**src/include/iowd_pkg.sv**
```systemverilog
/*
 * constants for the i/o hub supervisory countdown: config ports,
 * register indices, field positions, reset values and timing.
 * assumes a single 125 mhz clock shared with the host i/o logic.
 */
package iowd_pkg;

   // host i/o port addresses
   localparam logic [15:0] IOWD_IDX_PORT   = 16'h002e;
   localparam logic [15:0] IOWD_DATA_PORT  = 16'h002f;

   // configuration unlock / lock keys
   localparam logic [7:0]  IOWD_UNLOCK_KEY = 8'h87;
   localparam logic [7:0]  IOWD_LOCK_KEY   = 8'haa;

   // register indices
   localparam logic [7:0]  IOWD_IDX_LDN    = 8'h07;
   localparam logic [7:0]  IOWD_IDX_ENABLE = 8'h30;
   localparam logic [7:0]  IOWD_IDX_ACT    = 8'hf0;
   localparam logic [7:0]  IOWD_IDX_TBASE  = 8'hf5;
   localparam logic [7:0]  IOWD_IDX_COUNT  = 8'hf6;

   // logical device number of the countdown block
   localparam logic [7:0]  IOWD_LDN_SELF   = 8'h07;

   // field positions
   localparam int          IOWD_ENABLE_BIT = 0;
   localparam int          IOWD_ACT_BIT    = 7;
   localparam int          IOWD_MINUTE_BIT = 3;

   // reset values
   localparam logic [7:0]  IOWD_LDN_RST    = 8'h00;
   localparam logic [7:0]  IOWD_ENABLE_RST = 8'h00;
   localparam logic [7:0]  IOWD_ACT_RST    = 8'h00;
   localparam logic [7:0]  IOWD_TBASE_RST  = 8'h71;
   localparam logic [7:0]  IOWD_COUNT_RST  = 8'h00;
   localparam logic [7:0]  IOWD_IDX_RST    = 8'h00;

   // read answers
   localparam logic [7:0]  IOWD_RD_LOCKED  = 8'hff;
   localparam logic [7:0]  IOWD_RD_UNMAP   = 8'h00;

   // count limits
   localparam logic [7:0]  IOWD_COUNT_OFF  = 8'h00;
   localparam logic [7:0]  IOWD_COUNT_LAST = 8'h01;
   localparam logic [7:0]  IOWD_COUNT_STEP = 8'h01;

   // timing
   localparam longint      IOWD_CLK_HZ         = 125_000_000;
   localparam longint      IOWD_CLK_PERIOD_NS  = 8;
   localparam longint      IOWD_TICK_PERIOD_S  = 1;
   localparam int          IOWD_CYC_PER_SEC    = int'(IOWD_TICK_PERIOD_S * IOWD_CLK_HZ);
   localparam int          IOWD_SECS_PER_MIN   = 60;
   localparam longint      IOWD_REBOOT_PULSE_NS = 128;
   localparam int          IOWD_REBOOT_CYC     =
      int'(IOWD_REBOOT_PULSE_NS / IOWD_CLK_PERIOD_NS);

   typedef enum logic [1:0] {
      IOWD_LOCKED,
      IOWD_HALF_OPEN,
      IOWD_UNLOCKED
   } iowd_lock_t;

endpackage : iowd_pkg

```
**src/core/iowd_tick_gen.sv**
```systemverilog
/*
 * time base for the countdown: one-cycle tick per second or per minute.
 * assumes i_restart clears the phase so a fresh load gets a full unit.
 */
`timescale 1ns/1ps
module iowd_tick_gen
   import iowd_pkg::*;
#(
   parameter int CYC_PER_SEC = IOWD_CYC_PER_SEC
)
(
   // clock and reset
   input  wire logic i_clk,
   input  wire logic i_rst_n,
   // control
   input  wire logic i_run,
   input  wire logic i_restart,
   input  wire logic i_minutes,
   // tick out
   output logic      o_tick
);

   logic [31:0] cyc_reg;
   logic [5:0]  sec_reg;
   logic        sec_end;
   logic        min_end;

   assign sec_end = (cyc_reg == 32'(CYC_PER_SEC - 1));
   assign min_end = (sec_reg == 6'(IOWD_SECS_PER_MIN - 1));

   // cycle prescaler
   always_ff @(posedge i_clk or negedge i_rst_n)
   begin
      if (!i_rst_n)
         cyc_reg <= '0;
      else if (i_restart || !i_run || sec_end)
         cyc_reg <= '0;
      else
         cyc_reg <= cyc_reg + 32'h1;
   end

   // seconds within a minute
   always_ff @(posedge i_clk or negedge i_rst_n)
   begin
      if (!i_rst_n)
         sec_reg <= '0;
      else if (i_restart || !i_run)
         sec_reg <= '0;
      else if (sec_end)
         sec_reg <= min_end ? 6'h0 : sec_reg + 6'h1;
   end

   // tick pulse
   always_ff @(posedge i_clk or negedge i_rst_n)
   begin
      if (!i_rst_n)
         o_tick <= 1'b0;
      else
         o_tick <= i_run && !i_restart && sec_end && (!i_minutes || min_end);
   end

endmodule : iowd_tick_gen

```
**src/core/iowd_top.sv**
```systemverilog
/*
 * supervisory countdown inside the i/o hub, reached through the
 * index/data configuration port pair. holds the unlock sequence,
 * the config registers and the countdown that asks for a reboot.
 * assumes host i/o strobes come from logic on the same clock.
 */
`timescale 1ns/1ps

// Notes on behaviour
// countdown is an 8-bit field giving levels 1 to 255
// once loaded and enabled, counting runs with no further host action
// reaching zero raises a system reboot request
// host must reload or disable before zero to avoid reboot
// unlock by 87 twice to 2E, select device 07, enable 30, activate F0
// index F6 sets timeout; 00 disables, nonzero gives units before expiry
// seconds base with count FFh expires after 255 seconds
// writing 71h to index F5 selects the one-second time base
// writing 79h to index F5 selects the one-minute time base
// host should load a count longer than the supervised task runtime
// count drops by one per tick; a new write restarts from that value
module iowd_top
   import iowd_pkg::*;
#(
   parameter int CYC_PER_SEC = IOWD_CYC_PER_SEC
)
(
   // clock and reset
   input  wire logic        I_CLK,
   input  wire logic        I_RST_N,
   // host i/o port access
   input  wire logic [15:0] I_IO_ADDR,
   input  wire logic [7:0]  I_IO_WDATA,
   input  wire logic        I_IO_WR,
   input  wire logic        I_IO_RD,
   output logic [7:0]       O_IO_RDATA,
   output logic             O_IO_RVALID,
   // status and system control
   output logic             O_CFG_UNLOCKED,
   output logic             O_COUNT_RUNNING,
   output logic             O_SYS_REBOOT
);

   // port decode
   logic        idx_wr;
   logic        data_wr;
   logic        data_rd;
   logic        self_sel;
   logic        cfg_wr;
   logic        enable_wr;
   logic        act_wr;
   logic        tbase_wr;

   // config state
   iowd_lock_t  lock_reg;
   iowd_lock_t  lock_next;
   logic [7:0]  index_reg;
   logic [7:0]  ldn_reg;
   logic [7:0]  enable_reg;
   logic [7:0]  act_reg;
   logic [7:0]  tbase_reg;
   logic [7:0]  enable_next;
   logic [7:0]  act_next;

   // countdown
   logic [7:0]  count_reg;
   logic [7:0]  count_next;
   logic        count_load;
   logic        active;
   logic        running;
   logic        tick;
   logic        expire;
   logic [7:0]  reboot_cnt_reg;

   // read path
   logic [7:0]  rd_mux;

   function automatic logic hits(input logic [7:0] idx, input logic [7:0] reg_idx);
      hits = (idx == reg_idx);
   endfunction : hits

   assign idx_wr   = I_IO_WR && (I_IO_ADDR == IOWD_IDX_PORT);
   assign data_wr  = I_IO_WR && (I_IO_ADDR == IOWD_DATA_PORT);
   assign data_rd  = I_IO_RD && (I_IO_ADDR == IOWD_DATA_PORT);
   assign self_sel = (ldn_reg == IOWD_LDN_SELF);
   assign cfg_wr   = data_wr && (lock_reg == IOWD_UNLOCKED);

   // per-register write strobes, only for the selected device
   assign enable_wr = cfg_wr && self_sel && hits(index_reg, IOWD_IDX_ENABLE);
   assign act_wr    = cfg_wr && self_sel && hits(index_reg, IOWD_IDX_ACT);
   assign tbase_wr  = cfg_wr && self_sel && hits(index_reg, IOWD_IDX_TBASE);

   // unlock sequence: two key writes on the index port with no other port write between
   always_comb
   begin
      lock_next = lock_reg;
      if (idx_wr)
      begin
         case (lock_reg)
            IOWD_LOCKED:
               lock_next = (I_IO_WDATA == IOWD_UNLOCK_KEY) ? IOWD_HALF_OPEN
                                                           : IOWD_LOCKED;
            IOWD_HALF_OPEN:
               lock_next = (I_IO_WDATA == IOWD_UNLOCK_KEY) ? IOWD_UNLOCKED
                                                           : IOWD_LOCKED;
            IOWD_UNLOCKED:
               lock_next = (I_IO_WDATA == IOWD_LOCK_KEY) ? IOWD_LOCKED
                                                         : IOWD_UNLOCKED;
            default:
               lock_next = IOWD_LOCKED;
         endcase
      end
      else if (data_wr && (lock_reg == IOWD_HALF_OPEN))
      begin
         lock_next = IOWD_LOCKED;
      end
   end

   always_ff @(posedge I_CLK or negedge I_RST_N)
   begin
      if (!I_RST_N)
         lock_reg <= IOWD_LOCKED;
      else
         lock_reg <= lock_next;
   end

   // index latch, only while unlocked
   always_ff @(posedge I_CLK or negedge I_RST_N)
   begin
      if (!I_RST_N)
         index_reg <= IOWD_IDX_RST;
      else if (idx_wr && (lock_reg == IOWD_UNLOCKED) && (I_IO_WDATA != IOWD_LOCK_KEY))
         index_reg <= I_IO_WDATA;
   end

   // logical device select is global
   always_ff @(posedge I_CLK or negedge I_RST_N)
   begin
      if (!I_RST_N)
         ldn_reg <= IOWD_LDN_RST;
      else if (cfg_wr && hits(index_reg, IOWD_IDX_LDN))
         ldn_reg <= I_IO_WDATA;
   end

   // device enable
   always_ff @(posedge I_CLK or negedge I_RST_N)
   begin
      if (!I_RST_N)
         enable_reg <= IOWD_ENABLE_RST;
      else if (enable_wr)
         enable_reg <= I_IO_WDATA;
   end

   // activate
   always_ff @(posedge I_CLK or negedge I_RST_N)
   begin
      if (!I_RST_N)
         act_reg <= IOWD_ACT_RST;
      else if (act_wr)
         act_reg <= I_IO_WDATA;
   end

   // time base select: 71h seconds, 79h minutes
   always_ff @(posedge I_CLK or negedge I_RST_N)
   begin
      if (!I_RST_N)
         tbase_reg <= IOWD_TBASE_RST;
      else if (tbase_wr)
         tbase_reg <= I_IO_WDATA;
   end

   // enable and activate as they stand after this edge, for the status flag
   always_comb
   begin
      enable_next = enable_reg;
      act_next    = act_reg;
      if (enable_wr)
         enable_next = I_IO_WDATA;
      if (act_wr)
         act_next = I_IO_WDATA;
   end

   assign count_load = cfg_wr && self_sel && hits(index_reg, IOWD_IDX_COUNT);

   // device must be both enabled and activated
   assign active  = enable_reg[IOWD_ENABLE_BIT] && act_reg[IOWD_ACT_BIT];
   assign running = active && (count_reg != IOWD_COUNT_OFF);

   // prescaler phase restarts on every load so each reload gets a full unit
   iowd_tick_gen #(
      .CYC_PER_SEC (CYC_PER_SEC)
   ) u_tick (
      .i_clk     (I_CLK),
      .i_rst_n   (I_RST_N),
      .i_run     (running),
      .i_restart (count_load),
      .i_minutes (tbase_reg[IOWD_MINUTE_BIT]),
      .o_tick    (tick)
   );

   // a reload in the tick cycle cancels the expiry
   assign expire = tick && running && !count_load && (count_reg == IOWD_COUNT_LAST);

   // countdown: a host write wins over a tick in the same cycle
   always_comb
   begin
      count_next = count_reg;
      if (count_load)
         count_next = I_IO_WDATA;
      else if (tick && running)
         count_next = count_reg - IOWD_COUNT_STEP;
   end

   always_ff @(posedge I_CLK or negedge I_RST_N)
   begin
      if (!I_RST_N)
         count_reg <= IOWD_COUNT_RST;
      else
         count_reg <= count_next;
   end

   // reboot request stretched to a fixed width
   always_ff @(posedge I_CLK or negedge I_RST_N)
   begin
      if (!I_RST_N)
         reboot_cnt_reg <= '0;
      else if (expire)
         reboot_cnt_reg <= 8'(IOWD_REBOOT_CYC);
      else if (reboot_cnt_reg != 8'h0)
         reboot_cnt_reg <= reboot_cnt_reg - 8'h1;
   end

   always_ff @(posedge I_CLK or negedge I_RST_N)
   begin
      if (!I_RST_N)
         O_SYS_REBOOT <= 1'b0;
      else
         O_SYS_REBOOT <= expire || (reboot_cnt_reg > 8'h1);
   end

   // data port read mux; count reads back the live remaining value
   always_comb
   begin
      rd_mux = IOWD_RD_UNMAP;
      if (lock_reg != IOWD_UNLOCKED)
         rd_mux = IOWD_RD_LOCKED;
      else if (hits(index_reg, IOWD_IDX_LDN))
         rd_mux = ldn_reg;
      else if (self_sel)
      begin
         case (index_reg)
            IOWD_IDX_ENABLE: rd_mux = enable_reg;
            IOWD_IDX_ACT:    rd_mux = act_reg;
            IOWD_IDX_TBASE:  rd_mux = tbase_reg;
            IOWD_IDX_COUNT:  rd_mux = count_reg;
            default:         rd_mux = IOWD_RD_UNMAP;
         endcase
      end
   end

   always_ff @(posedge I_CLK or negedge I_RST_N)
   begin
      if (!I_RST_N)
         O_IO_RDATA <= '0;
      else if (data_rd)
         O_IO_RDATA <= rd_mux;
   end

   always_ff @(posedge I_CLK or negedge I_RST_N)
   begin
      if (!I_RST_N)
         O_IO_RVALID <= 1'b0;
      else
         O_IO_RVALID <= data_rd;
   end

   // status
   always_ff @(posedge I_CLK or negedge I_RST_N)
   begin
      if (!I_RST_N)
         O_CFG_UNLOCKED <= 1'b0;
      else
         O_CFG_UNLOCKED <= (lock_next == IOWD_UNLOCKED);
   end

   always_ff @(posedge I_CLK or negedge I_RST_N)
   begin
      if (!I_RST_N)
         O_COUNT_RUNNING <= 1'b0;
      else
         O_COUNT_RUNNING <= enable_next[IOWD_ENABLE_BIT] && act_next[IOWD_ACT_BIT]
                            && (count_next != IOWD_COUNT_OFF);
   end

endmodule : iowd_top

```
**config.mk**
```make
export PLATFORM = sky130hd
export DESIGN_NAME = iowd_top
export DESIGN_NICKNAME = d
export VERILOG_FILES = /design/src/include/iowd_pkg.sv /design/src/core/iowd_tick_gen.sv /design/src/core/iowd_top.sv
export SDC_FILE = /design/constraint.sdc
export NUM_CORES = 1
export LEC_CHECK = 0
export BUFFER_PORTS_ARGS = -buffer_cell sky130_fd_sc_hd__buf_2
export CAP_MARGIN = 10
export CORE_ASPECT_RATIO = 1.1
export CORE_MARGIN = 3
export CORE_UTILIZATION = 56
export CTS_BUF_LIST = sky130_fd_sc_hd__clkbuf_4
export DETAILED_ROUTE_END_ITERATION = 10
export PLACE_DENSITY = 0.83
export SETUP_SLACK_MARGIN = 0.1
export SYNTH_ARGS = -nofsm -noshare
export SYNTH_HDL_FRONTEND = slang
export SYNTH_SLANG_ARGS = --single-unit
```
**constraint.sdc**
```tcl
create_clock -name I_CLK -period 2.6 [get_ports I_CLK]
set_clock_uncertainty 0.15 [all_clocks]
set_input_delay 0.52 -clock I_CLK [delete_from_list [all_inputs] [get_ports I_CLK]]
set_output_delay 0.52 -clock I_CLK [all_outputs]
set_load 0.01 [all_outputs]
```
* After elaboration in Yosys (flattened, before gate mapping) *
Index checks and enable logic that the tools add are counted.

storage, ports and cells
  register bits after elaboration = 109
  bits in latches = 0
  RAM bits = 0
  memory bits (read-only) = 0
  input port bits = 28
  output and inout port bits = 12
  word-level logic and storage cells = 97
  memories = 0

cells by class
  add/subtract/negate cells = 4
  multiply operators = 0
  div/mod/pow operators = 0
  magnitude comparators = 1
  equality and inequality tests = 18
  shift operators = 0
  muxes and demuxes = 20
  bitwise logic cells = 0
  reductions and logical operators = 36

operator list
  cell                                                            count
  two-way mux 8 bit                                               8
  equality test 8 bit (second input constant)                     5
  adder 32 x 1 -> 32 bit (second input constant)                  1
  equality test 16 x 6 -> 1 bit (second input constant)           2
  equality test 32 x 27 -> 1 bit (second input constant)          1
  two-way mux 32 bit                                              1
  one-hot mux 8 bit (4 select lines)                              1
  nonzero test 8 bit                                              3
  logical AND 1 bit                                               23
  two-way mux 6 bit                                               3
  equality test 8 x 3 -> 1 bit (second input constant)            2
  subtractor 8 x 1 -> 8 bit (second input constant)               2
  equality test 8 x 1 -> 1 bit (second input constant)            1
  equality test 8 x 6 -> 1 bit (second input constant)            1
  greater-than comparator 8 x 1 -> 1 bit (second input constant)  1
  two-way mux 2 bit                                               4
  inequality test 8 bit (second input constant)                   1
  adder 6 x 1 -> 6 bit (second input constant)                    1
  equality test 6 bit (second input constant)                     1
  one-hot mux 2 bit (3 select lines)                              1
  equality test 2 bit (second input constant)                     2
  logical OR 1 bit                                                4
  nonzero test 2 bit                                              2
  zero test 1 bit                                                 3
  other kinds (4)                                                 5

* Longest topological paths before layout *
Gate-level depths: netlist (run 1).

  depth after elaboration = 9
  mapped depth = 10
  mapped depth without buffers = 8

* Cells and area by module *
Synthesis (run 1) repeated with hierarchy kept, for this count alone.

unflattened totals
  cells, all modules = 516
  area, all modules = 5526.6 um^2

modules (own cells, without submodules)
  module         times used  cells each  area an instance (um^2)
  iowd_top       1           303         3505.9
  iowd_tick_gen  1           213         2020.7

* Worst setup path after synthesis (run 1) *
No wires, ideal clock.

  path kind = in2reg
  start = input port I_IO_ADDR[15]
  end = register O_COUNT_RUNNING
  setup time = 0.120 ns
  data arrival time = 2.309 ns
  path slack = 0.021 ns
  cell stages on the path = 7
  path buffers = 1
  cells stage by stage = nor4b_1 -> and3_1 -> clkbuf_1 -> nand4_4 -> mux2_4 -> or4_1 -> o211a_1

between the ends
  cells in the longest elaborated chain, start to end = 8
  elaborated cells on any way between the ends = 13
  classes of those cells = eq/ne (1); mux (3); reduce/logical (9)

RTL lines
  item                            line             RTL
  from (decl)                     iowd_top.sv:31   input wire logic [15:0] I_IO_ADDR,
  equality test 16 x 6 -> 1 bit   iowd_top.sv:82   assign data_wr = I_IO_WR && (I_IO_ADDR == IOWD_DATA_PORT);
  logical AND 1 bit               iowd_top.sv:82
  logical AND 1 bit               iowd_top.sv:85   assign cfg_wr = data_wr && (lock_reg == IOWD_UNLOCKED);
  logical AND 1 bit (2 in a row)  iowd_top.sv:182  assign count_load = cfg_wr && self_sel && hits(index_reg, IOWD_IDX_COUNT);
  two-way mux 8 bit               iowd_top.sv:207  if (count_load)
  net count_next[6]               iowd_top.sv:66   logic [7:0] count_next;
  nonzero test 8 bit              iowd_top.sv:291  && (count_next != IOWD_COUNT_OFF);
  logical AND 1 bit               iowd_top.sv:291
  to (signal assigned)            iowd_top.sv:290  O_COUNT_RUNNING <= enable_next[IOWD_ENABLE_BIT] && act_next[IOWD_ACT_BIT]
  to (decl)                       iowd_top.sv:39   output logic O_COUNT_RUNNING,

The timed path passes the listed nets, and every way through them passes these cells.
A chain may end at the register's enable or synchronous reset.

* Worst setup path in the final report (run 1) *
  start = register count_reg[5]
  end = register O_COUNT_RUNNING

between the ends
  cells in the longest elaborated chain, start to end = 7
  elaborated cells on any way between the ends = 8
  classes of those cells = add/sub (1); mux (2); reduce/logical (5)

RTL lines
  item                    line             RTL
  from (decl)             iowd_top.sv:65   logic [7:0] count_reg;
  from (signal assigned)  iowd_top.sv:218  count_reg <= count_next;
  nonzero test 8 bit      iowd_top.sv:186  assign running = active && (count_reg != IOWD_COUNT_OFF);
  logical AND 1 bit       iowd_top.sv:186
  logical AND 1 bit       iowd_top.sv:209  else if (tick && running)
  two-way mux 8 bit       iowd_top.sv:209
  two-way mux 8 bit       iowd_top.sv:207
  net count_next[4]       iowd_top.sv:66
  nonzero test 8 bit      iowd_top.sv:291
  logical AND 1 bit       iowd_top.sv:291

The timed path passes the listed nets, and every way through them passes these cells.

==> qor.yml, run 1 <==
total_power_w: 0.00269
clock_path_buffers: 2
grt_pass1_vias: 4293
ant_nets: 0
min_delay_path_depth: 3
drt_iter0_drc: 334
synth_flop_cell: "dfrtp_1"
ys_types: 48
cp.required_ns: 2.79
dr_wl_met2_um: 6310
drt-total-wl_um: 12100
hp-class: "input port to register"
p_per_area_nw_per_um2: 439
area_growth_syn_to_layout_pct: 14.0
synthCells: 506
rrSetupSlack_ns: -0.07
ff2ff_path_depth: 6
die_y_um: 109
synth-seq-area-share_pct: 50.9
die_x_um: 99.4
grt_antenna_before_repair: 1
share_comb_of_total_power_pct: 3.1
ir_worst_vdd_mv: 0.277
top_layer: "met4"
synth_edf_count: 0
final_cells: 693
async_flop_share_pct: 100
htreeDepth: 3
violations: "setup timing"
vias_per_cell: 6.05
p_leak_nw: 2.92
cp-start-kind: "register"
finalHoldViolCount: 0
gp_congestion: 0.857
drt-met1-wl_um: 4960
ys_warn_count: 0
grtUsageTotal_pct: 23.4
synth_area_um2: 5370
tns_ns: -0.0654
final_nets: 607
drc: 0
wl_per_cell_um: 17.4
hold-path-endpoint: "lock_reg[0]"
internal-power_w: 0.00205
fillers: 712
grt_pass1_wl_um: 20300
min_from: "I_IO_WR"
die_area_um2: 10800
initial_utilization_pct: 59.0
wl_met3_um: 593
worstPathMaxFanout: 6
switchingPower_w: 0.000640
numCtsBuffers: 9
slew-limit-headroom_pct: 42.4
path_clk_slew_ns: 0.17
endpoint_kind: "register"
drt_pass1_iterations: 5
cts_root_buf: "clkbuf_4"
r2r_end: "O_COUNT_RUNNING"
dp.cells: 673
yosys-top-cells-area: "dfrtp_1, mux2_2, nor2_1"
finalSetupViolations: 1
io_pins: 40
drive_above_1_share_pct: 25.8
critPathKind: "register to register"
p_seq_share_pct: 63.2
gr-total-overflow: 0
arrival_ns: 2.85
largest_reg_flops: 32
maxCapViolCount: 0
fin_ws_ns: -0.0654
period_share_pct: 103
rr_startpoint: "count_reg[5]"
synthDominantCellAreaShare_pct: 48.9
place.detailed.hpwl_um: 8590
finalMaxSlewViolations: 0
pwr-share-clk_pct: 33.7
synth.largest_area_cell: "dfrtp_1"
io_buffers: 39
avgSynthCellArea_um2: 10.6
tritoncts_num_sinks: 109
core-area_um2: 9100
synth_seq_cells: 109
final_cell_mix: "dfrtp_1, nor2_1, nand2_1, mux2_2, buf_2"
final_common_cell: "dfrtp_1"
status: "finished, violations left"
clock_latency_ns: 0.45
worst_pin_slew_ns: 0.857
period_minus_slack_ns: 2.67
vias: 4191
utilization_pct: 67.3
syn_nets: 540
cts_tree: "yes"
rows: 36
grt_max_degree: 77
rsz0062_at_grt: "true"
fmax_mhz: 375
swShare_pct: 23.8
## timing repair
| item | 4_1_cts | 5_1_grt |
|---|---|---|
| setup buffers | 1 | 1 |
| resized for setup | 2 | 5 |
| pin swaps | 1 | 4 |
| hold endpoints to repair | 105 | 0 |
| endpoints found under the setup margin | 1 | 1 |
| hold buffers | 1 | 0 |
## logic make-up (layout without fill, tap and decap cells)
group | Yosys count | in the layout | synth area share, %
mux | 52 | 52 | 10.9
buf+inv | 25 | 97 | 1.82
xor+xnor | 41 | 41 | 6.69
flops | 109 | 109 | 50.9
simple gates | 225 | 225 | 22.1
other cells | 0 | 1 | 0
fa+ha+maj | 6 | 6 | 1.40
compound gates | 48 | 48 | 6.29
## worst max path at each step
stage                      end  cells past startpoint           from  slack [ns]
6_report       O_COUNT_RUNNING                      6   count_reg[5]       -0.07
5_1_grt        O_COUNT_RUNNING                      8   count_reg[1]       -0.08
4_1_cts        O_COUNT_RUNNING                      6     ldn_reg[4]       -0.02
3_5_place_dp   O_COUNT_RUNNING                      7   I_IO_ADDR[6]       -0.11
3_3_place_gp   O_COUNT_RUNNING                      7   I_IO_ADDR[8]       -0.06
2_1_floorplan  O_COUNT_RUNNING                      7  I_IO_ADDR[15]         0.1
## Yosys cell counts, types with 6 or more instances
| cell type | count |
|---|---|
| a222oi_1 | 8 |
| a21oi_1 | 10 |
| mux2_2 | 46 |
| nor3_1 | 10 |
| a221oi_1 | 8 |
| nand4_1 | 12 |
| nor4_1 | 13 |
| clkbuf_1 | 9 |
| xnor2_1 | 17 |
| ha_1 | 6 |
| nor2_1 | 61 |
| nand3_1 | 17 |
| and3_1 | 9 |
| inv_1 | 13 |
| xor2_1 | 24 |
| o21ai_0 | 12 |
| nand2_1 | 55 |
| dfrtp_1 | 105 |
## metal layers
| layer | global-route usage, % | vias up |
|---|---|---|
| met2 | 41.4 | 137 |
| met5 | 0 | - |
| met4 | 6.15 | 0 |
| met3 | 4.09 | 22 |
| li1 | - | 1942 |
| met1 | 30.0 | 2090 |
## final cells by class
class | instances | area [um2] | share of cell area (%)
Clock buffer | 10 | 75.1 | 1.23
Sequential cell | 109 | 2730 | 44.6
Antenna cell | 1 | 2.50 | 0.0409
Tap cell | 114 | 143 | 2.33
Multi-Input combinational cell | 372 | 2580 | 42.2
Clock inverter | 6 | 83.8 | 1.37
Inverter | 13 | 48.8 | 0.797
Timing Repair Buffer | 68 | 455 | 7.44
## per-stage QoR
| stage | hold slack, ns | instance area, um2 | worst slack (ns) |
|---|---|---|---|
| after detailed placement | 0.295 | 5900 | -0.115 |
| after CTS | 0.246 | 6090 | -0.0237 |
| final | 0.270 | 6120 | -0.0654 |
| after floorplan | 0.0744 | 5380 | 0.0968 |
| after global routing | 0.252 | 6120 | -0.0846 |
| after global placement | 0.285 | 5900 | -0.0598 |
## worst max-delay path, stage by stage (launching register included)
cell and delay [ns]:
dfrtp_1 0.52, nor4_2 0.55, nor4_2 0.12, xor2_1 0.18, mux2_2 0.30, or4_1 0.52
o211a_1 0.22
## power by group through the flow
stage          Combinational [W]  Sequential, W  Clock [W]
2_1_floorplan         0.00000843        0.00173          0
3_3_place_gp           0.0000821        0.00173          0
3_5_place_dp           0.0000836        0.00173          0
4_1_cts                0.0000853        0.00170   0.000924
5_1_grt                0.0000935        0.00170   0.000993
6_report               0.0000834        0.00170   0.000906
No activity file was read; power rests on OpenSTA's default activity.
==> run 2: changes to the inputs <==
--- a/config.mk
+++ b/config.mk
@@ -9,10 +9,11 @@
 export CAP_MARGIN = 10
 export CORE_ASPECT_RATIO = 1.1
 export CORE_MARGIN = 3
-export CORE_UTILIZATION = 56
+export CORE_UTILIZATION = 55
 export CTS_BUF_LIST = sky130_fd_sc_hd__clkbuf_4
 export DETAILED_ROUTE_END_ITERATION = 10
-export PLACE_DENSITY = 0.83
+export PLACE_DENSITY = 0.79
+export RECOVER_POWER = 100
 export SETUP_SLACK_MARGIN = 0.1
 export SYNTH_ARGS = -nofsm -noshare
 export SYNTH_HDL_FRONTEND = slang
==> constraint.sdc (replaced) <==
create_clock -name I_CLK -period 3 [get_ports I_CLK]
set_clock_uncertainty 0.15 [all_clocks]
set_input_delay 0.6 -clock I_CLK [delete_from_list [all_inputs] [get_ports I_CLK]]
set_output_delay 0.6 -clock I_CLK [all_outputs]
set_load 0.01 [all_outputs]
==> qor.yml, run 2 (synthesized netlist as in run 1, its figures left out) <==
status: "finished, violations left"
violations: "capacitance limit, slew limit"
rsz0062_at_grt: "false"
crit_end: "O_COUNT_RUNNING"
ir_worst_vdd_mv: 0.220  # -21%
rr_startpoint: "ldn_reg[4]"
wl_per_cell_um: 17.1  # -1.7%
post_dp_cell_area_um2: 5790  # -1.9%
tns_ns: 0  # +0.0654 ns
vias_per_cell: 6.01  # -0.69%
final_area_um2: 5840  # -4.6%
grtUsageTotal_pct: 22.7  # -0.74 points
cts_resized: 0  # -2
n_antenna_cell: 0  # -1
ff2ff_path_depth: 6  # unchanged
slew-limit-headroom_pct: -56.2  # -99 points
critPathKind: "register to register"
final_cells: 679  # -2.0%
cts_root_buf: "clkbuf_4"
drt-total-wl_um: 11600  # -3.7%
cts_tree: "yes"
core-area_um2: 9440  # +3.8%
final_common_cell: "dfrtp_1"
min_from: "I_IO_WR"
dp_worst_setup_slack_ns: 0.180  # +0.294 ns
final_cell_mix: "dfrtp_1, nor2_1, nand2_1, mux2_2, buf_2"
period_share_pct: 91.9  # -11 points
crit_top_cell: "or4_1"
fin_hold_ws_ns: 0.313  # +0.0432 ns
drive_above_1_share_pct: 18.5  # -7.3 points
r2r_end: "O_COUNT_RUNNING"
largest_reg_flops: 32  # unchanged
arrival_ns: 2.98  # +0.13 ns
cp-start-kind: "register"
gp_congestion: 0.879  # +2.6%
hp-class: "input port to register"
fin_ws_ns: 0.244  # +0.309 ns
io_buffers: 39  # unchanged
grt_pass1_vias: 4037  # -6.0%
crit_path_max_incr_delay_ns: 0.57  # +0.02 ns
ctsHoldBuffers: 0  # -1
numCtsBuffers: 9  # unchanged
grt_antenna_before_repair: 0  # -1
maxCapViolCount: 1  # +1
gr-total-overflow: 0  # unchanged
initial_utilization_pct: 56.9  # -2.2 points
endpoint_kind: "register"
path_clk_slew_ns: 0.16  # about the same
rows: 37  # +2.8%
rrSetupSlack_ns: 0.24  # +0.31 ns
tritoncts_num_sinks: 109  # unchanged
cp_slowest_cell: "or4_1"
period_minus_slack_ns: 2.76  # +0.0907 ns
area_growth_syn_to_layout_pct: 8.78
startpoint: "ldn_reg[4]"
clock_latency_ns: 0.47  # +0.02 ns
htreeDepth: 3  # unchanged
die_x_um: 100  # +0.85%
finalSetupViolations: 0  # -1
cts_setup_buffers: 0  # -1
io_pins: 40  # unchanged
drt_pass1_iterations: 7  # +2
place.detailed.hpwl_um: 8380  # -2.5%
p_per_area_nw_per_um2: 377  # -14%
die_area_um2: 11000  # +1.7%
grt_max_degree: 110  # +43%
die_y_um: 110  # +0.86%
p_leak_nw: 2.73  # -6.5%
worst_pin_slew_ns: 2.34  # +1.49 ns
drt_iter0_drc: 280  # -16%
fillers: 776  # +9.0%
vias: 4078  # -2.7%
cp.required_ns: 3.22  # +0.43 ns
drc: 0  # unchanged
finalHoldViolCount: 0  # unchanged
dp.cells: 663  # -1.5%
crit_chain: "or4_1 -> nor2_1 -> nand4_4 -> mux2_4 -> or4_1 -> o211a_1"
final_nets: 591  # -2.6%
fmax_mhz: 363  # -3.3%
clock_path_buffers: 2  # unchanged
worstPathMaxFanout: 7  # +1
grt_pass1_wl_um: 19700  # -3.3%
finalMaxSlewViolations: 110  # +110
ant_nets: 0  # unchanged
[run 2: critical path, delay by kind of cell (launching register included)]
kind            cells  cell delay (ns)
compound gates      1             0.21
flops               1             0.43
mux                 1             0.36
simple gates        4             1.53
[run 2: power by group]
| part | switching [W] | total (W) | internal, W |
|---|---|---|---|
| Clock | 0.000495 | 0.000667 | 0.000172 |
| Combinational | 0.0000490 | 0.0000655 | 0.0000166 |
| Sequential | 0.0000000525 | 0.00147 | 0.00147 |
[run 2: worst min-delay path by stage]
stage	slack, ns	end	cells after the start
after detailed placement	0.31	O_IO_RDATA[3]	2
after global routing	0.31	lock_reg[0]	3
after global placement	0.29	u_tick.cyc_reg[0]	1
after floorplan	0.15	O_CFG_UNLOCKED	0
after CTS	0.04	reboot_cnt_reg[4]	2
final	0.31	lock_reg[0]	3
[run 2: cell type report]
type | instances | area [um2] | area share (%)
Sequential cell | 109 | 2730 | 46.8
Multi-Input combinational cell | 372 | 2520 | 43.2
Timing Repair Buffer | 52 | 272 | 4.65
Tap cell | 117 | 146 | 2.51
Clock buffer | 9 | 67.6 | 1.16
Clock inverter | 7 | 51.3 | 0.878
Inverter | 13 | 48.8 | 0.835
[run 2: layer usage]
layer	vias to the layer above	wire, um	GRT usage, %
met5	-	0	0
met3	27	530	4.57
met4	0	197	6.45
met1	2029	4910	29.7
li1	1916	-	-
met2	106	5970	38.5
[run 2: through the flow]
step / utilization, % / total power, W
finish: 61.9 / 0.00220
global route: 61.9 / 0.00229
CTS: 62.6 / 0.00223
detailed placement: 61.3 / 0.00157
global placement: 61.3 / 0.00157
floorplan: - / 0.00150
